File: src/smc_pkg.sv
// Package of constants and types for the supply monitor control block.
package smc_pkg;

    ////////////////////////////////////////////////////////////////////////////
    // Clock rate, sampling rates and the unlock window.
    localparam int unsigned SMC_CLK_HZ = 20_000_000;
    localparam int unsigned SMC_RATE_FAST_HZ = 128;
    localparam int unsigned SMC_RATE_SLOW_HZ = 32;
    localparam int unsigned SMC_FAST_CYCLES = SMC_CLK_HZ / SMC_RATE_FAST_HZ;
    localparam int unsigned SMC_SLOW_CYCLES = SMC_CLK_HZ / SMC_RATE_SLOW_HZ;
    localparam int unsigned SMC_DIV_W = 20;
    localparam logic [2:0] SMC_UNLOCK_INSTR = 3'h4;

    ////////////////////////////////////////////////////////////////////////////
    // Register indices; the byte address on the bus is four times the index.
    localparam logic [5:0] SMC_IDX_MODE_CTRL = 6'h00;
    localparam logic [5:0] SMC_IDX_TRIP_LEVEL = 6'h01;
    localparam logic [5:0] SMC_IDX_WARN_LEVEL = 6'h08;
    localparam logic [5:0] SMC_IDX_WARN_IRQ_CTRL = 6'h09;
    localparam logic [5:0] SMC_IDX_WARN_IRQ_FLAGS = 6'h0A;
    localparam logic [5:0] SMC_IDX_WARN_STATE = 6'h0B;
    localparam logic [5:0] SMC_IDX_IRQ_STATUS = 6'h0C;
    localparam logic [5:0] SMC_IDX_IRQ_CLEAR = 6'h0D;

    ////////////////////////////////////////////////////////////////////////////
    // Field positions.
    localparam int unsigned SMC_SLEEP_LSB = 0;
    localparam int unsigned SMC_AWAKE_LSB = 2;
    localparam int unsigned SMC_RATE_BIT = 4;
    localparam int unsigned SMC_TRIP_LSB = 0;
    localparam int unsigned SMC_MARGIN_LSB = 0;
    localparam int unsigned SMC_IE_BIT = 0;
    localparam int unsigned SMC_EDGE_LSB = 1;
    localparam int unsigned SMC_FLAG_BIT = 0;
    localparam int unsigned SMC_STATE_BIT = 0;

    ////////////////////////////////////////////////////////////////////////////
    // Reset values of the software fields.
    localparam logic [1:0] SMC_RST_MARGIN = 2'h0;
    localparam logic [1:0] SMC_RST_EDGE = 2'h0;
    localparam logic SMC_RST_IE = 1'b0;

    ////////////////////////////////////////////////////////////////////////////
    // Monitor modes, edge choices, margin codes and the power phase.
    typedef enum logic [1:0] {
        SMC_MODE_DIS = 2'h0,
        SMC_MODE_CONT = 2'h1,
        SMC_MODE_SAMP = 2'h2,
        SMC_MODE_WAKE = 2'h3
    } smc_mode_e;
    localparam logic [1:0] SMC_EDGE_FALL = 2'h0;
    localparam logic [1:0] SMC_EDGE_RISE = 2'h1;
    localparam logic [1:0] SMC_EDGE_BOTH = 2'h2;
    localparam logic [1:0] SMC_MARGIN_OFF = 2'h0;
    typedef enum logic [1:0] {
        SMC_PH_LOAD = 2'b00,
        SMC_PH_AWAKE = 2'b01,
        SMC_PH_SLEEP = 2'b11,
        SMC_PH_HOLD = 2'b10
    } smc_phase_e;

endpackage

File: src/smc_supply_monitor_control.sv
// Supply drop monitor control, early warning logic and Wishbone registers.
//
// Contract
// - Sample rate bit picks sampled-mode check rate, 0 is 128 Hz, 1 is 32 Hz.
// - Sample rate, awake mode and sleep mode load from fuses at reset.
// - Awake mode field rules active/idle; 0 off,1 cont,2 sampled,3 wake hold.
// - Awake mode 3 holds execution after wake until the monitor runs.
// - Writable sleep mode field: 0 off, 1 continuous, 2 sampled, 3 reserved.
// - Three-bit trip level is read-only, fuse loaded, codes 0 to 3 valid.
// - Warning margin 0 disables warning; 1,2,3 give 5, 15, 25 percent.
// - Edge select: 0 falling below, 1 rising above, 2 either, 3 reserved.
// - Interrupt enable bit one enables the warning request, zero disables it.
// - Flag sets on each warning crossing of the selected kind.
// - Flag sets only while the monitor is enabled; otherwise it holds except for a software clear.
// - Warning state reads 0 above the warning threshold, 1 below it.
// - Deep sleep switches to the sleep mode; wake returns to awake mode.
// - Warning follows monitor mode: off when disabled, sampled when sampled.
// - Interrupt stands while flag and enable are set, until flag clears.
// - Protected bits change only within four instructions after the unlock key.
`timescale 1ns/1ps
`default_nettype none

module smc_supply_monitor_control
    import smc_pkg::*;
#(
    parameter int unsigned FAST_CYCLES = SMC_FAST_CYCLES,
    parameter int unsigned SLOW_CYCLES = SMC_SLOW_CYCLES
) (
    input wire logic sys_clk,
    input wire logic reset,
    input wire logic wb_cyc_i,
    input wire logic wb_stb_i,
    input wire logic wb_we_i,
    input wire logic [7:0] wb_adr_i,
    input wire logic [3:0] wb_sel_i,
    input wire logic [31:0] wb_dat_i,
    output logic [31:0] wb_dat_o,
    output logic wb_ack_o,
    input wire logic fuse_sample_rate,
    input wire logic [1:0] fuse_awake_mode,
    input wire logic [1:0] fuse_sleep_mode,
    input wire logic [2:0] fuse_trip_level,
    input wire logic deep_sleep,
    input wire logic protection_unlock,
    input wire logic instr_retire,
    input wire logic warn_below_async,
    input wire logic monitor_ready_async,
    output logic monitor_enable,
    output logic monitor_sample,
    output logic [2:0] trip_level,
    output logic [1:0] warning_margin,
    output logic cpu_hold,
    output logic irq
);

    ////////////////////////////////////////////////////////////////////////////
    // State of the block, one packed record.
    typedef struct packed {
        smc_phase_e phase;
        logic [1:0] awake_mode;
        logic [1:0] sleep_mode;
        logic sample_rate_select;
        logic [2:0] trip_level;
        logic [1:0] warning_margin;
        logic [1:0] warning_edge_select;
        logic warning_interrupt_enable;
        logic warning_interrupt_flag;
        logic warning_state_bit;
        logic [2:0] unlock_cnt;
        logic [SMC_DIV_W-1:0] div_cnt;
        logic sample;
        logic ack;
        logic [7:0] rdata;
        logic [1:0] warn_sync;
        logic [1:0] ready_sync;
    } smc_state_s;

    localparam smc_state_s SMC_STATE_RST = '{
        phase: SMC_PH_LOAD,
        awake_mode: 2'h0,
        sleep_mode: 2'h0,
        sample_rate_select: 1'b0,
        trip_level: 3'h0,
        warning_margin: SMC_RST_MARGIN,
        warning_edge_select: SMC_RST_EDGE,
        warning_interrupt_enable: SMC_RST_IE,
        warning_interrupt_flag: 1'b0,
        warning_state_bit: 1'b0,
        unlock_cnt: 3'h0,
        div_cnt: '0,
        sample: 1'b0,
        ack: 1'b0,
        rdata: 8'h00,
        warn_sync: 2'h0,
        ready_sync: 2'h0
    };

    localparam logic [SMC_DIV_W-1:0] FAST_LAST = SMC_DIV_W'(FAST_CYCLES - 1);
    localparam logic [SMC_DIV_W-1:0] SLOW_LAST = SMC_DIV_W'(SLOW_CYCLES - 1);

    smc_state_s state_reg;
    smc_state_s state_next;
    logic [1:0] mode_eff;
    logic mon_on;
    logic sampled;
    logic [SMC_DIV_W-1:0] period_last;
    logic eval;
    logic below_now;
    logic hit;
    logic set_flag;
    logic bus_req;
    logic bus_wr;
    logic [5:0] bus_idx;
    logic clear_req;

    ////////////////////////////////////////////////////////////////////////////
    // Mode in force, monitor enable, sampling period and warning evaluation.
    always_comb begin
        // Deep sleep uses the sleep field, all other phases the awake field.
        mode_eff = (state_reg.phase == SMC_PH_SLEEP) ? state_reg.sleep_mode
                                                    : state_reg.awake_mode;
        // The reserved sleep code acts as disabled.
        mon_on = (mode_eff != SMC_MODE_DIS) && !(state_reg.phase == SMC_PH_SLEEP
                 && mode_eff == SMC_MODE_WAKE) && (state_reg.phase != SMC_PH_LOAD);
        sampled = mon_on && (mode_eff == SMC_MODE_SAMP);
        period_last = state_reg.sample_rate_select ? SLOW_LAST : FAST_LAST;
        // The warning check runs on each sample in sampled mode, else every cycle.
        eval = mon_on && (state_reg.warning_margin != SMC_MARGIN_OFF)
               && (!sampled || state_reg.sample);
        below_now = state_reg.warn_sync[1];
        unique case (state_reg.warning_edge_select)
            SMC_EDGE_FALL: hit = below_now && !state_reg.warning_state_bit;
            SMC_EDGE_RISE: hit = !below_now && state_reg.warning_state_bit;
            SMC_EDGE_BOTH: hit = below_now != state_reg.warning_state_bit;
            default: hit = 1'b0;
        endcase
        set_flag = eval && hit;
    end

    // Bus request decode; a request is taken in the cycle before ack.
    assign bus_req = wb_cyc_i && wb_stb_i && !state_reg.ack;
    assign bus_wr = bus_req && wb_we_i && wb_sel_i[0] && (wb_adr_i[1:0] == 2'h0);
    assign bus_idx = wb_adr_i[7:2];
    assign clear_req = bus_wr && wb_dat_i[SMC_FLAG_BIT]
                       && (bus_idx == SMC_IDX_WARN_IRQ_FLAGS || bus_idx == SMC_IDX_IRQ_CLEAR);

    ////////////////////////////////////////////////////////////////////////////
    // Next state of the whole block.
    always_comb begin
        state_next = state_reg;
        state_next.ack = bus_req;
        state_next.warn_sync = {state_reg.warn_sync[0], warn_below_async};
        state_next.ready_sync = {state_reg.ready_sync[0], monitor_ready_async};

        // Power phase: fuse load after reset, then follow the sleep controller.
        unique case (state_reg.phase)
            SMC_PH_LOAD: begin
                state_next.sample_rate_select = fuse_sample_rate;
                state_next.awake_mode = fuse_awake_mode;
                state_next.sleep_mode = fuse_sleep_mode;
                state_next.trip_level = fuse_trip_level;
                state_next.phase = SMC_PH_AWAKE;
            end
            SMC_PH_AWAKE: begin
                if (deep_sleep) begin
                    state_next.phase = SMC_PH_SLEEP;
                end
            end
            SMC_PH_SLEEP: begin
                if (!deep_sleep) begin
                    state_next.phase = (state_reg.awake_mode == SMC_MODE_WAKE)
                                       ? SMC_PH_HOLD : SMC_PH_AWAKE;
                end
            end
            SMC_PH_HOLD: begin
                if (state_reg.ready_sync[1]) begin
                    state_next.phase = SMC_PH_AWAKE;
                end
            end
        endcase

        // Sample divider runs only in sampled mode and restarts otherwise.
        if (sampled && state_reg.div_cnt < period_last) begin
            state_next.div_cnt = state_reg.div_cnt + SMC_DIV_W'(1);
        end else begin
            state_next.div_cnt = '0;
        end
        state_next.sample = sampled && (state_reg.div_cnt >= period_last);

        // Unlock window counts retired instructions after the key.
        if (protection_unlock) begin
            state_next.unlock_cnt = SMC_UNLOCK_INSTR;
        end else if (instr_retire && state_reg.unlock_cnt != 3'h0) begin
            state_next.unlock_cnt = state_reg.unlock_cnt - 3'h1;
        end

        // Register writes; the awake mode and trip level have no write path.
        if (bus_wr) begin
            unique case (bus_idx)
                SMC_IDX_MODE_CTRL: begin
                    if (state_reg.unlock_cnt != 3'h0) begin
                        state_next.sleep_mode = wb_dat_i[SMC_SLEEP_LSB +: 2];
                    end
                end
                SMC_IDX_WARN_LEVEL: begin
                    state_next.warning_margin = wb_dat_i[SMC_MARGIN_LSB +: 2];
                end
                SMC_IDX_WARN_IRQ_CTRL: begin
                    state_next.warning_interrupt_enable = wb_dat_i[SMC_IE_BIT];
                    state_next.warning_edge_select = wb_dat_i[SMC_EDGE_LSB +: 2];
                end
                default: begin
                end
            endcase
        end

        // Flag clears on a one, and a crossing in the same cycle wins.
        if (clear_req) begin
            state_next.warning_interrupt_flag = 1'b0;
        end
        if (set_flag) begin
            state_next.warning_interrupt_flag = 1'b1;
        end
        if (eval) begin
            state_next.warning_state_bit = below_now;
        end

        // Read data is captured when the request is taken.
        state_next.rdata = 8'h00;
        if (bus_req && !wb_we_i && wb_adr_i[1:0] == 2'h0) begin
            unique case (bus_idx)
                SMC_IDX_MODE_CTRL: begin
                    state_next.rdata[SMC_RATE_BIT] = state_reg.sample_rate_select;
                    state_next.rdata[SMC_AWAKE_LSB +: 2] = state_reg.awake_mode;
                    state_next.rdata[SMC_SLEEP_LSB +: 2] = state_reg.sleep_mode;
                end
                SMC_IDX_TRIP_LEVEL: begin
                    state_next.rdata[SMC_TRIP_LSB +: 3] = state_reg.trip_level;
                end
                SMC_IDX_WARN_LEVEL: begin
                    state_next.rdata[SMC_MARGIN_LSB +: 2] = state_reg.warning_margin;
                end
                SMC_IDX_WARN_IRQ_CTRL: begin
                    state_next.rdata[SMC_IE_BIT] = state_reg.warning_interrupt_enable;
                    state_next.rdata[SMC_EDGE_LSB +: 2] = state_reg.warning_edge_select;
                end
                SMC_IDX_WARN_IRQ_FLAGS, SMC_IDX_IRQ_STATUS: begin
                    state_next.rdata[SMC_FLAG_BIT] = state_reg.warning_interrupt_flag;
                end
                SMC_IDX_WARN_STATE: begin
                    state_next.rdata[SMC_STATE_BIT] = state_reg.warning_state_bit;
                end
                default: begin
                end
            endcase
        end
    end

    ////////////////////////////////////////////////////////////////////////////
    // State register.
    always_ff @(posedge sys_clk or posedge reset) begin
        if (reset) begin
            state_reg <= SMC_STATE_RST;
        end else begin
            state_reg <= state_next;
        end
    end

    ////////////////////////////////////////////////////////////////////////////
    // Outputs.
    assign wb_ack_o = state_reg.ack;
    assign wb_dat_o = {24'h000000, state_reg.rdata};
    assign monitor_enable = mon_on;
    assign monitor_sample = state_reg.sample;
    assign trip_level = state_reg.trip_level;
    assign warning_margin = state_reg.warning_margin;
    assign cpu_hold = (state_reg.phase == SMC_PH_HOLD);
    // Level request while flag and enable are both set.
    assign irq = state_reg.warning_interrupt_flag
                 && state_reg.warning_interrupt_enable;
endmodule

`default_nettype wire

File: config.mk
export PLATFORM = sky130hd
export DESIGN_NAME = smc_supply_monitor_control
export DESIGN_NICKNAME = d
export VERILOG_FILES = /design/src/smc_pkg.sv /design/src/smc_supply_monitor_control.sv
export SDC_FILE = /design/constraint.sdc
export NUM_CORES = 1
export LEC_CHECK = 0
export BUFFER_PORTS_ARGS = -buffer_cell sky130_fd_sc_hd__buf_2
export CELL_PAD_IN_SITES_DETAIL_PLACEMENT = 1
export CELL_PAD_IN_SITES_GLOBAL_PLACEMENT = 1
export CORE_AREA = 2 2 90 92
export DETAILED_ROUTE_END_ITERATION = 7
export DIE_AREA = 0 0 92 94
export PLACE_DENSITY_LB_ADDON = 0.1
export SYNTH_ARGS = -nofsm -noshare
export SYNTH_HDL_FRONTEND = slang
export SYNTH_SLANG_ARGS = --single-unit
File: constraint.sdc
create_clock -name sys_clk -period 4.27 [get_ports sys_clk]
set_input_delay 1.0675 -clock sys_clk [delete_from_list [all_inputs] [get_ports sys_clk]]
set_output_delay 1.0675 -clock sys_clk [all_outputs]
set_load 0.05 [all_outputs]
Word level (Yosys, flattened, before mapping). Index checks and enable logic that the tools add are counted.

Add/subtract/negate cells: 2. $lt $le $gt $ge: 2. Equal/unequal tests: 19. Multiplexer cells: 22. Reductions and logical operators: 44.

Operators by type and width (number): $mux 20 (2); $eq 6x4->1 const B (6); $logic_and 1x1->1 (22); $add 20x1->20 const B (1); $ge 20x20->1 (1); $lt 20x20->1 (1); $mux 2 (9); $eq 2x2->1 const B (6); $reduce_bool 2->1 (5); $pmux 2 s4 (1); $eq 6x1->1 const B (1); $logic_not 1->1 (6); $logic_not 2->1 (3); $logic_not 6->1 (1); $mux 3 (2); $mux 6 (1); $pmux 1 s3 (2); $pmux 1 s6 (1); $mux 5 (1); $eq 2x1->1 const B (2); $ne 2x2->1 const B (2); $pmux 1 s4 (1); $reduce_and 2->1 (2); $reduce_and 3->1 (1); 7 further kinds (9).

Bits in registers: 51. Input port bits: 62. Output and inout bits: 42. Logic and storage cells: 106.

Depth between registers and ports, before layout. Gate-level depths: netlist of run 1.

Depth after elaboration: 13. Depth in mapped cells: 8. Mapped depth without buffers: 7.

Least setup slack after synthesis of run 1. OpenSTA, ideal clock, no wires.

Path kind: register to output. Start: register state_reg[52] in the netlist's numbering. End: output monitor_enable. Arrival time: 1.576 ns. Data required time: 3.203 ns. Setup slack: 1.626 ns. Stages on the path, launching flop included: 5. Buffers on the path: 0. Cell sequence: dfrtp_1 > and2b_1 > a21boi_2 > nor2_1 > inv_1.

Longest elaborated chain between the ends: 7. Elaborated cells on any way between the ends: 9. Classes of those cells: 2 x eq/ne; 1 x mux; 6 x reduce/logical.

Ends and longest elaborated chain: start, declared (line smc_supply_monitor_control.sv:101) `smc_state_s state_reg;`; start signal, assigned (line smc_supply_monitor_control.sv:265) `state_reg <= state_next;`; $eq 2x2->1 (line smc_supply_monitor_control.sv:120, smc_supply_monitor_control.sv:123); $mux 2 (line smc_supply_monitor_control.sv:120) `mode_eff = (state_reg.phase == SMC_PH_SLEEP) ? state_reg.sleep_mode`; $eq 2x2->1 (line smc_supply_monitor_control.sv:124) `&& mode_eff == SMC_MODE_WAKE) && (state_reg.phase != SMC_PH_LOAD);`; $logic_and 1x1->1 (line smc_supply_monitor_control.sv:124); $logic_not 1->1 (line smc_supply_monitor_control.sv:123) `mon_on = (mode_eff != SMC_MODE_DIS) && !(state_reg.phase == SMC_PH_SLEEP`; $logic_and 1x1->1 (line smc_supply_monitor_control.sv:123); $logic_and 1x1->1 (*) (line smc_supply_monitor_control.sv:124); end, declared (line smc_supply_monitor_control.sv:48) `output logic monitor_enable,`.

Mark *: on every way between the ends. The rest lies on a longest branch, timed or not.

Final worst setup path of run 1. Ends and elaborated chain as after synthesis.

==> results.json, run 1 <==
{
  "status": "complete, no violations",
  "ys_warn_count": 0,
  "async_reset_ff_share_pct": 100,
  "dpl_cell_area_um2": 3240,
  "end_kind": "output pin",
  "rsz0062_at_grt": "no",
  "skew_ns": 0.0106,
  "cp.arrival_ns": 1.75,
  "grt_max_degree": 31,
  "clock_sinks": 51,
  "coreArea_um2": 7610,
  "path_cells": "and2b_1 -> a21boi_2 -> nor2_1 -> inv_1 -> buf_2",
  "yosys.area.top_type_share_pct": 41.3,
  "grt_pass1_wl_um": 11100,
  "root_buffer": "clkbuf_8",
  "avgViaCountPerCell": 4.88,
  "synth-seq-area-share_pct": 41.3,
  "ctsHoldBuffers": 0,
  "crit_type": "reg -> out",
  "final-hold-violation-count": 0,
  "path_clk_slew_ns": 0.11,
  "yosys.area.top_type": "dfrtp_1",
  "io_buffers": 44,
  "syn2layout_area_growth_pct": 7.90,
  "worstPathMaxFanout": 8,
  "dieWidth_um": 92,
  "cts_resized": 0,
  "worst_pin_slew_ns": 0.862,
  "largest_register_ffs": 36,
  "syn_area_um2": 3090,
  "dpl.hpwl_um": 5070,
  "worst_path_largest_cell_delay_ns": 0.48,
  "drt_drc_violations_left": 0,
  "period_minus_slack_ns": 2.82,
  "synth_edf_count": 0,
  "yosysUniqueCellTypes": 54,
  "holdCritPathClass": "reg -> reg",
  "fillers": 910,
  "cpMaxStageDelayCell": "dfrtp_1",
  "critPathLaunchType": "flip-flop",
  "post_cts_buffers": 0,
  "dr.pass1.iters": 4,
  "vias": 2194,
  "synthCells": 310,
  "maxSlewViolCount": 0,
  "cellPowerDensity_nw_per_um2": 424,
  "yosys_most_used_dff": "dfrtp_1",
  "max-cap-violations": 0,
  "diodes": 0,
  "globalplace.congestion": 0.747,
  "p_leak_nw": 1.58,
  "clk_path_buf_depth": 2,
  "yosys-top-cells-area": "dfrtp_1, buf_4, ha_1",
  "num_rows": 32,
  "grt_overflow": 0,
  "antenna_found_initial": 0,
  "synth_area_per_cell_um2": 9.96,
  "initial_utilization_pct": 40.6,
  "insertion_delay_ns": 0.31,
  "chipHeight_um": 94,
  "layout.nets": 428,
  "drt-initial-drc-count": 57,
  "synth-seq-cells": 51,
  "grt_usage_pct": 16.2,
  "stdcell_area_um2": 3330,
  "finalSetupViolCount": 0,
  "cts_tree": "built",
  "finalCritPeriodShare_pct": 66.1,
  "routed_wirelength_um": 6560,
  "tns_ns": 0,
  "cts_made_buffers": 5,
  "grt_pass1_vias": 2265,
  "htree_levels": 2,
  "die-area_um2": 8650,
  "io_pins": 104,
  "drive_above_1_share_pct": 23.0,
  "final-seq-area_um2": 1280,
  "antenna_left": 0,
  "cp_data_required_time_ns": 3.20,
  "relSlewSlack_pct": 42.3,
  "multiInputGateArea_um2": 1540,
  "routedWlPerCell_um": 14.6,
  "irDropWorstVdd_mv": 0.135,
  "max_freq_mhz": 354
}
## layout by cell type (no fill, tap or decap), types with 5 or more instances in the layout
cell	n
nand4_1	8
xnor2_1	7
clkbuf_8	5
xor2_1	13
a21oi_1	11
dfrtp_1	51
nor3_1	7
nand2_1	18
ha_1	19
conb_1	27
mux2_2	12
buf_2	44
o21ai_0	10
nor2_1	37
nand3_1	7
inv_1	14
## final cells by class
type                       count  share of cell area, %
multi-input combinational    228                   46.3
timing repair buffer          46                   7.06
tap                          102                   3.83
sequential                    51                   38.3
clock inverter                 3                  0.713
clock buffer                   5                   2.07
inverter                      15                   1.69
## where the power goes
group / leakage (nW) / switching (mW) / internal, mW
registers: 0.669 / 0.0688 / 0.538
clock network: 0.0408 / 0.174 / 0.118
logic: 0.869 / 0.352 / 0.163
## worst paths after layout
path / depth (start not counted) / startpoint / endpoint / slack, ns
min: 0 / state_next[3] / below_now / 0.36
max reg2reg: 8 / state_reg[47] / state_reg[29] / 1.53
max: 5 / state_reg[52] / monitor_enable / 1.45
max in group asynchronous: 3 / reset / state_reg[33] / 2.70
min in group asynchronous: 2 / reset / state_reg[35] / 0.82
min reg2reg: 0 / state_next[3] / below_now / 0.36
## cells in the mapped netlist (2+ instances only)
master and number:
clkbuf_1 2, mux2_2 12, nand3_1 7, inv_1 15
xnor2_1 7, dfrtp_1 51, a21oi_1 11, a211o_1 3
nor3b_1 4, nand4_1 8, buf_4 38, nor2_1 37
and2_1 3, a31oi_1 3, nand2_1 18, and4_4 2
ha_1 19, nand4b_1 4, xor2_1 13, mux2i_1 3
o21ai_0 10, nor3_1 7, nand2b_1 2
## critical path: cells and delay by family (launching register included)
family | cells | cell delay [ns]
simple gates | 2 | 0.52
buf+inv | 2 | 0.28
compound gates | 1 | 0.16
flops | 1 | 0.48
## kinds of logic (layout without fill, tap and decap cells)
kind of cell / count (synthesis) / in the layout / share of synthesized area, %
fa+ha+maj: 19 / 19 / 7.70
compound gates: 39 / 39 / 8.27
buf+inv: 57 / 69 / 11.8
flops: 51 / 51 / 41.3
mux: 16 / 16 / 6.08
xor+xnor: 20 / 20 / 5.67
simple gates: 107 / 107 / 19.0
other cells: 1 / 27 / 0.121
## per-layer routing
metal  up-vias  share of wire (%)  GRT usage (%)
met1      1061                 50           22.7
met3         5                3.7           3.05
met5         -                  0              0
met4         0                1.0           5.35
li1       1088                  -              -
met2        40                 45           25.4
## through the flow
step / cells / hold slack, ns / power [mW] / setup WS [ns] / util, %
floorplan: 336 / 0.331 / 1.04 / 1.63 / -
global placement: 442 / 0.335 / 1.13 / 1.46 / 42.6
detailed placement: 442 / 0.337 / 1.14 / 1.43 / 42.6
CTS: 450 / 0.375 / 1.44 / 1.40 / 43.8
global route: 450 / 0.385 / 1.52 / 1.14 / 43.8
finish: 450 / 0.365 / 1.41 / 1.45 / 43.8
Power figures use the tool's default switching activity.
==> run 2, diff against run 1 <==
Settings changed: ABC_AREA set to 1, CORE_AREA 2 2 90 92 to 2 2 104 106, DIE_AREA 0 0 92 94 to 0 0 106 108.
Clock period 4.27 ns to 2.3 ns, I/O delays scaled along.
==> run 2 against run 1 <==
  * Design area is 11% higher
  * Clock power rose by 81%
  * Die area rose by 32%
  * Non-clock buffer count rose by 5
  * Critical endpoint unchanged
  * Highest routed layer unchanged
==> results.json, run 2 <==
{
  "rr_endpoint": "state_reg[21]",
  "ctsHoldBuffers": 0,
  "worstPathMaxFanout": 6,
  "rsz0062_at_grt": "no",
  "num_rows": 37,
  "clockPowerShare_pct": 18.0,
  "status": "complete, no violations",
  "dr.pass1.iters": 4,
  "yosys_most_used_dff": "dfrtp_1",
  "dpl.hpwl_um": 6640,
  "layout_common_cells": "nand2_1, dfrtp_1, nor2_1",
  "pre_cts_ws_ns": 0.334,
  "routed_wirelength_um": 8110,
  "p_leak_nw": 1.81,
  "diodes": 0,
  "cp_data_required_time_ns": 1.73,
  "chipHeight_um": 108,
  "yosys.area.top_type_share_pct": 38.5,
  "wl_met1_um": 3410,
  "synthCells": 428,
  "reg2reg_depth": 11,
  "wl_met2_um": 4350,
  "skew_ns": 0.0120,
  "dieWidth_um": 106,
  "place_inst": 601,
  "avgViaCountPerCell": 4.47,
  "r2r_start": "state_reg[47]",
  "insertion_delay_ns": 0.31,
  "synth_common_cells": "nand2_1, dfrtp_1, nor2_1",
  "final-seq-area_um2": 1280,
  "drive_above_1_share_pct": 20.1,
  "p_total_mw": 2.94,
  "synth-seq-area-share_pct": 38.5,
  "die-area_um2": 11400,
  "syn2layout_area_growth_pct": 11.1,
  "layout.nets": 553,
  "period_minus_slack_ns": 2.14,
  "wl_met3_um": 283,
  "ys_warn_count": 0,
  "coreArea_um2": 10200,
  "clk_path_buf_depth": 2,
  "final-hold-violation-count": 0,
  "max_freq_mhz": 466,
  "holdCritPathClass": "in -> async",
  "finalSetupViolCount": 0,
  "yosysUniqueCellTypes": 32,
  "syn_area_um2": 3320,
  "fin_ws_ns": 0.156,
  "fillers": 1284,
  "synth-seq-cells": 51,
  "root_buffer": "clkbuf_8",
  "finalCritPeriodShare_pct": 93.2,
  "crit_type": "reg -> out",
  "drt-initial-drc-count": 63,
  "antenna_found_initial": 0,
  "io_pins": 104,
  "yosys.area.top_type": "dfrtp_1",
  "routedWlPerCell_um": 13.3,
  "synth_area_per_cell_um2": 7.75,
  "startpoint": "state_reg[52]",
  "p_switching_mw": 1.31,
  "top_layer": "met4",
  "grt_pass1_vias": 2923,
  "combPwrFrac_pct": 44.5,
  "multiInputGateArea_um2": 1650,
  "cts_tree": "built",
  "clock_sinks": 51,
  "seqPwrFrac_pct": 37.5,
  "final_common_cell": "nand2_1",
  "switching_share_pct": 44.5,
  "grt_pass1_wl_um": 13800,
  "vias": 2720,
  "synth_edf_count": 0,
  "cp.arrival_ns": 1.57,
  "grt_max_degree": 32,
  "path_clk_slew_ns": 0.10,
  "async_reset_ff_share_pct": 100,
  "critPathLaunchType": "flip-flop",
  "cts_made_buffers": 5,
  "globalplace.congestion": 0.829,
  "maxSlewViolCount": 0,
  "tns_ns": 0,
  "io_buffers": 44,
  "grt_usage_pct": 15.2,
  "intPower_mw": 1.63,
  "instances_no_fill": 609,
  "synth.most_common_cell": "nand2_1",
  "yosys-top-cells-area": "dfrtp_1, nand2_1, buf_4",
  "cellPowerDensity_nw_per_um2": 797,
  "max-cap-violations": 0,
  "largest_register_ffs": 36,
  "htree_levels": 2,
  "antenna_left": 0,
  "grt_overflow": 0,
  "end_kind": "output pin",
  "irDropWorstVdd_mv": 0.264,
  "drt_drc_violations_left": 0,
  "endpoint": "monitor_enable",
  "initial_utilization_pct": 32.4,
  "rrSetupSlack_ns": 0.41
}
## run 2: metal layers
metal,vias to the layer above,GRT usage (%)
met5,-,0
met4,0,3.10
met3,7,2.53
met2,42,30.1
met1,1294,17.1
li1,1377,-
## run 2: worst min path at each step
| stage | start | to | slack, ns | depth (start not counted) |
|---|---|---|---|---|
| detailed placement | state_next[1] | state_reg[1] | 0.34 | 0 |
| global route | reset | state_reg[52] | 0.30 | 2 |
| finish | reset | state_reg[53] | 0.27 | 2 |
| CTS | reset | state_reg[52] | 0.27 | 2 |
| global placement | state_next[1] | state_reg[1] | 0.33 | 0 |
| floorplan | state_next[3] | below_now | 0.33 | 0 |
## run 2: kinds of logic after synthesis
kind of cell	share of synthesized area (%)
AO/OA/AOI/OAI	5.58
adder cells (fa/ha/maj)	7.17
AND/OR/NAND/NOR	29.3
buffers and inverters	14.8
XOR/XNOR	4.49
flip-flops	38.5
other	0.113
## run 2: layout make-up
cell class,instances,share of cell area (%)
Multi-Input combinational cell,313,44.8
Sequential cell,51,34.6
Timing Repair Buffer,51,8.49
Inverter,50,5.09
Tap cell,136,4.62
Clock buffer,5,1.87
Clock inverter,3,0.543
## run 2: critical path, cell delays in order (launching register included)
cell     delay [ns]
dfrtp_1        0.45
inv_1          0.07
nand2_2        0.12
o21ai_1        0.14
nor2_2         0.23
buf_4          0.24
## run 2: what timing repair did
action                     CTS  global route
setup endpoints to repair    1             1
setup buffers                0             0
resized for setup            1             1
gates cloned                 0             0
## run 2: power by group through the flow
| stage | Clock (mW) | Sequential (mW) | Combinational [mW] |
|---|---|---|---|
| final | 0.528 | 1.10 | 1.31 |
| after global routing | 0.588 | 1.12 | 1.46 |
| after CTS | 0.559 | 1.11 | 1.33 |
| after detailed placement | 0 | 1.12 | 1.31 |
| after global placement | 0 | 1.12 | 1.29 |
| after floorplan | 0 | 1.10 | 0.993 |
## run 2: metrics by stage
stage	util (%)	instance area [um^2]	hold WS [ns]
floorplan	-	3410	0.331
global placement	35.1	3590	0.334
detailed placement	35.1	3590	0.336
CTS	36.0	3680	0.272
global route	36.0	3680	0.304
finish	36.0	3680	0.266
==> run 3, diff against run 2 <==
Settings changed: PLACE_DENSITY set to 0.72, PLACE_DENSITY_LB_ADDON 0.1 to not set.
==> run 3 against run 2 <==
  * Worst hold slack improved by 0.023 ns
  * Final cell count increased by 0.16%
  * Flip-flop and latch count unchanged
  * Total power rose by 2.7%
  * Critical endpoint unchanged
  * Routed wire length up 0.52%
  * Register-to-register slack about the same
  * Core utilization rose by 0.098 points
  * Largest power group unchanged
==> results.json, run 3 (synthesis results as in run 2) <==
{
  "diodes": 0,
  "finalSetupViolCount": 0,
  "initial_utilization_pct": 32.4,
  "clock_sinks": 51,
  "skew_ns": 0.0166,
  "max-cap-violations": 0,
  "hold_slack_ns": 0.289,
  "globalplace.congestion": 0.841,
  "reg2reg_depth": 9,
  "utilization_pct": 36.1,
  "cts_resized": 0,
  "avgViaCountPerCell": 4.51,
  "worst_pin_slew_ns": 0.519,
  "chipHeight_um": 108,
  "num_rows": 37,
  "layout.nets": 554,
  "period_minus_slack_ns": 2.15,
  "largest_register_ffs": 36,
  "clk_path_buf_depth": 2,
  "cellPowerDensity_nw_per_um2": 816,
  "cp.arrival_ns": 1.57,
  "relSlewSlack_pct": 65.3,
  "critPathLaunchType": "flip-flop",
  "die-area_um2": 11400,
  "dieWidth_um": 106,
  "vias": 2752,
  "end_kind": "output pin",
  "cts_tree": "built",
  "htree_levels": 2,
  "path_clk_slew_ns": 0.10,
  "antenna_left": 0,
  "drt_drc_violations_left": 0,
  "root_buffer": "clkbuf_8",
  "drive_above_1_share_pct": 20.3,
  "fin_ws_ns": 0.153,
  "tns_ns": 0,
  "layout_common_cells": "nand2_1, dfrtp_1, nor2_1",
  "io_buffers": 44,
  "status": "complete, no violations",
  "pre_cts_ws_ns": 0.363,
  "holdCritPathClass": "in -> async",
  "irDropWorstVdd_mv": 0.308,
  "cts_made_buffers": 5,
  "finalCritPeriodShare_pct": 93.3,
  "io_pins": 104,
  "grt_pass1_vias": 2889,
  "ctsHoldBuffers": 0,
  "routedWlPerCell_um": 13.4,
  "routed_wirelength_um": 8150,
  "final-hold-violation-count": 0,
  "max_freq_mhz": 466,
  "final_common_cell": "nand2_1",
  "insertion_delay_ns": 0.31,
  "syn2layout_area_growth_pct": 11.4,
  "worstPathMaxFanout": 6,
  "grt_usage_pct": 15.1,
  "dpl.hpwl_um": 6580,
  "antenna_found_initial": 0,
  "drt-initial-drc-count": 76,
  "maxSlewViolCount": 0,
  "grt_max_degree": 25,
  "crit_type": "reg -> out",
  "grt_pass1_wl_um": 13700,
  "coreArea_um2": 10200,
  "p_leak_nw": 1.82,
  "grt_overflow": 0,
  "post_cts_buffers": 0,
  "cp_data_required_time_ns": 1.73,
  "dr.pass1.iters": 4,
  "rsz0062_at_grt": "no"
}
run 3: through the flow:
step           instances  total power, mW  instance area (um^2)
2_1_floorplan        454             2.09                  3410
3_3_place_gp         602             2.38                  3590
3_5_place_dp         602             2.44                  3590
4_1_cts              610             3.05                  3690
5_1_grt              610             3.24                  3690
6_report             610             3.02                  3690
run 3: final timing paths:
check / from / to / slack (ns)
max: state_reg[52] / monitor_enable / 0.15
min: reset / state_reg[15] / 0.29
max reg2reg: state_reg[47] / state_reg[21] / 0.40
min reg2reg: state_next[1] / state_reg[1] / 0.34
max in group asynchronous: reset / wb_dat_o[2] / 1.35
min in group sys_clk: state_next[1] / state_reg[1] / 0.34
run 3: routing by layer:
layer  track usage, %  part of all wire [%]  vias up
li1                 -                     -     1378
met2             28.3                    52       54
met5                0                     0        -
met4             3.01                   1.1        0
met3             2.59                   3.1        9
met1             18.2                    44     1311
run 3: cell type report:
cell class	instances	area [um^2]
clock buffers	7	96.3
clock inverters	1	7.51
fillers	1293	6540
inverters	50	188
multi-input cells	313	1650
flip-flops and latches	51	1280
well taps	136	170
repair buffers	52	308
run 3: power breakdown:
group	total (mW)	internal, mW	leakage (nW)	switching [mW]
Sequential	1.11	1.00	0.666	0.102
Combinational	1.32	0.412	1.10	0.907
Clock	0.591	0.275	0.0505	0.316
run 3: worst max-delay path, cell delays in order (launching register included):
cell	delay, ns
dfrtp_1	0.46
inv_1	0.08
nand2_2	0.12
o21ai_1	0.13
nor2_2	0.21
clkbuf_4	0.27
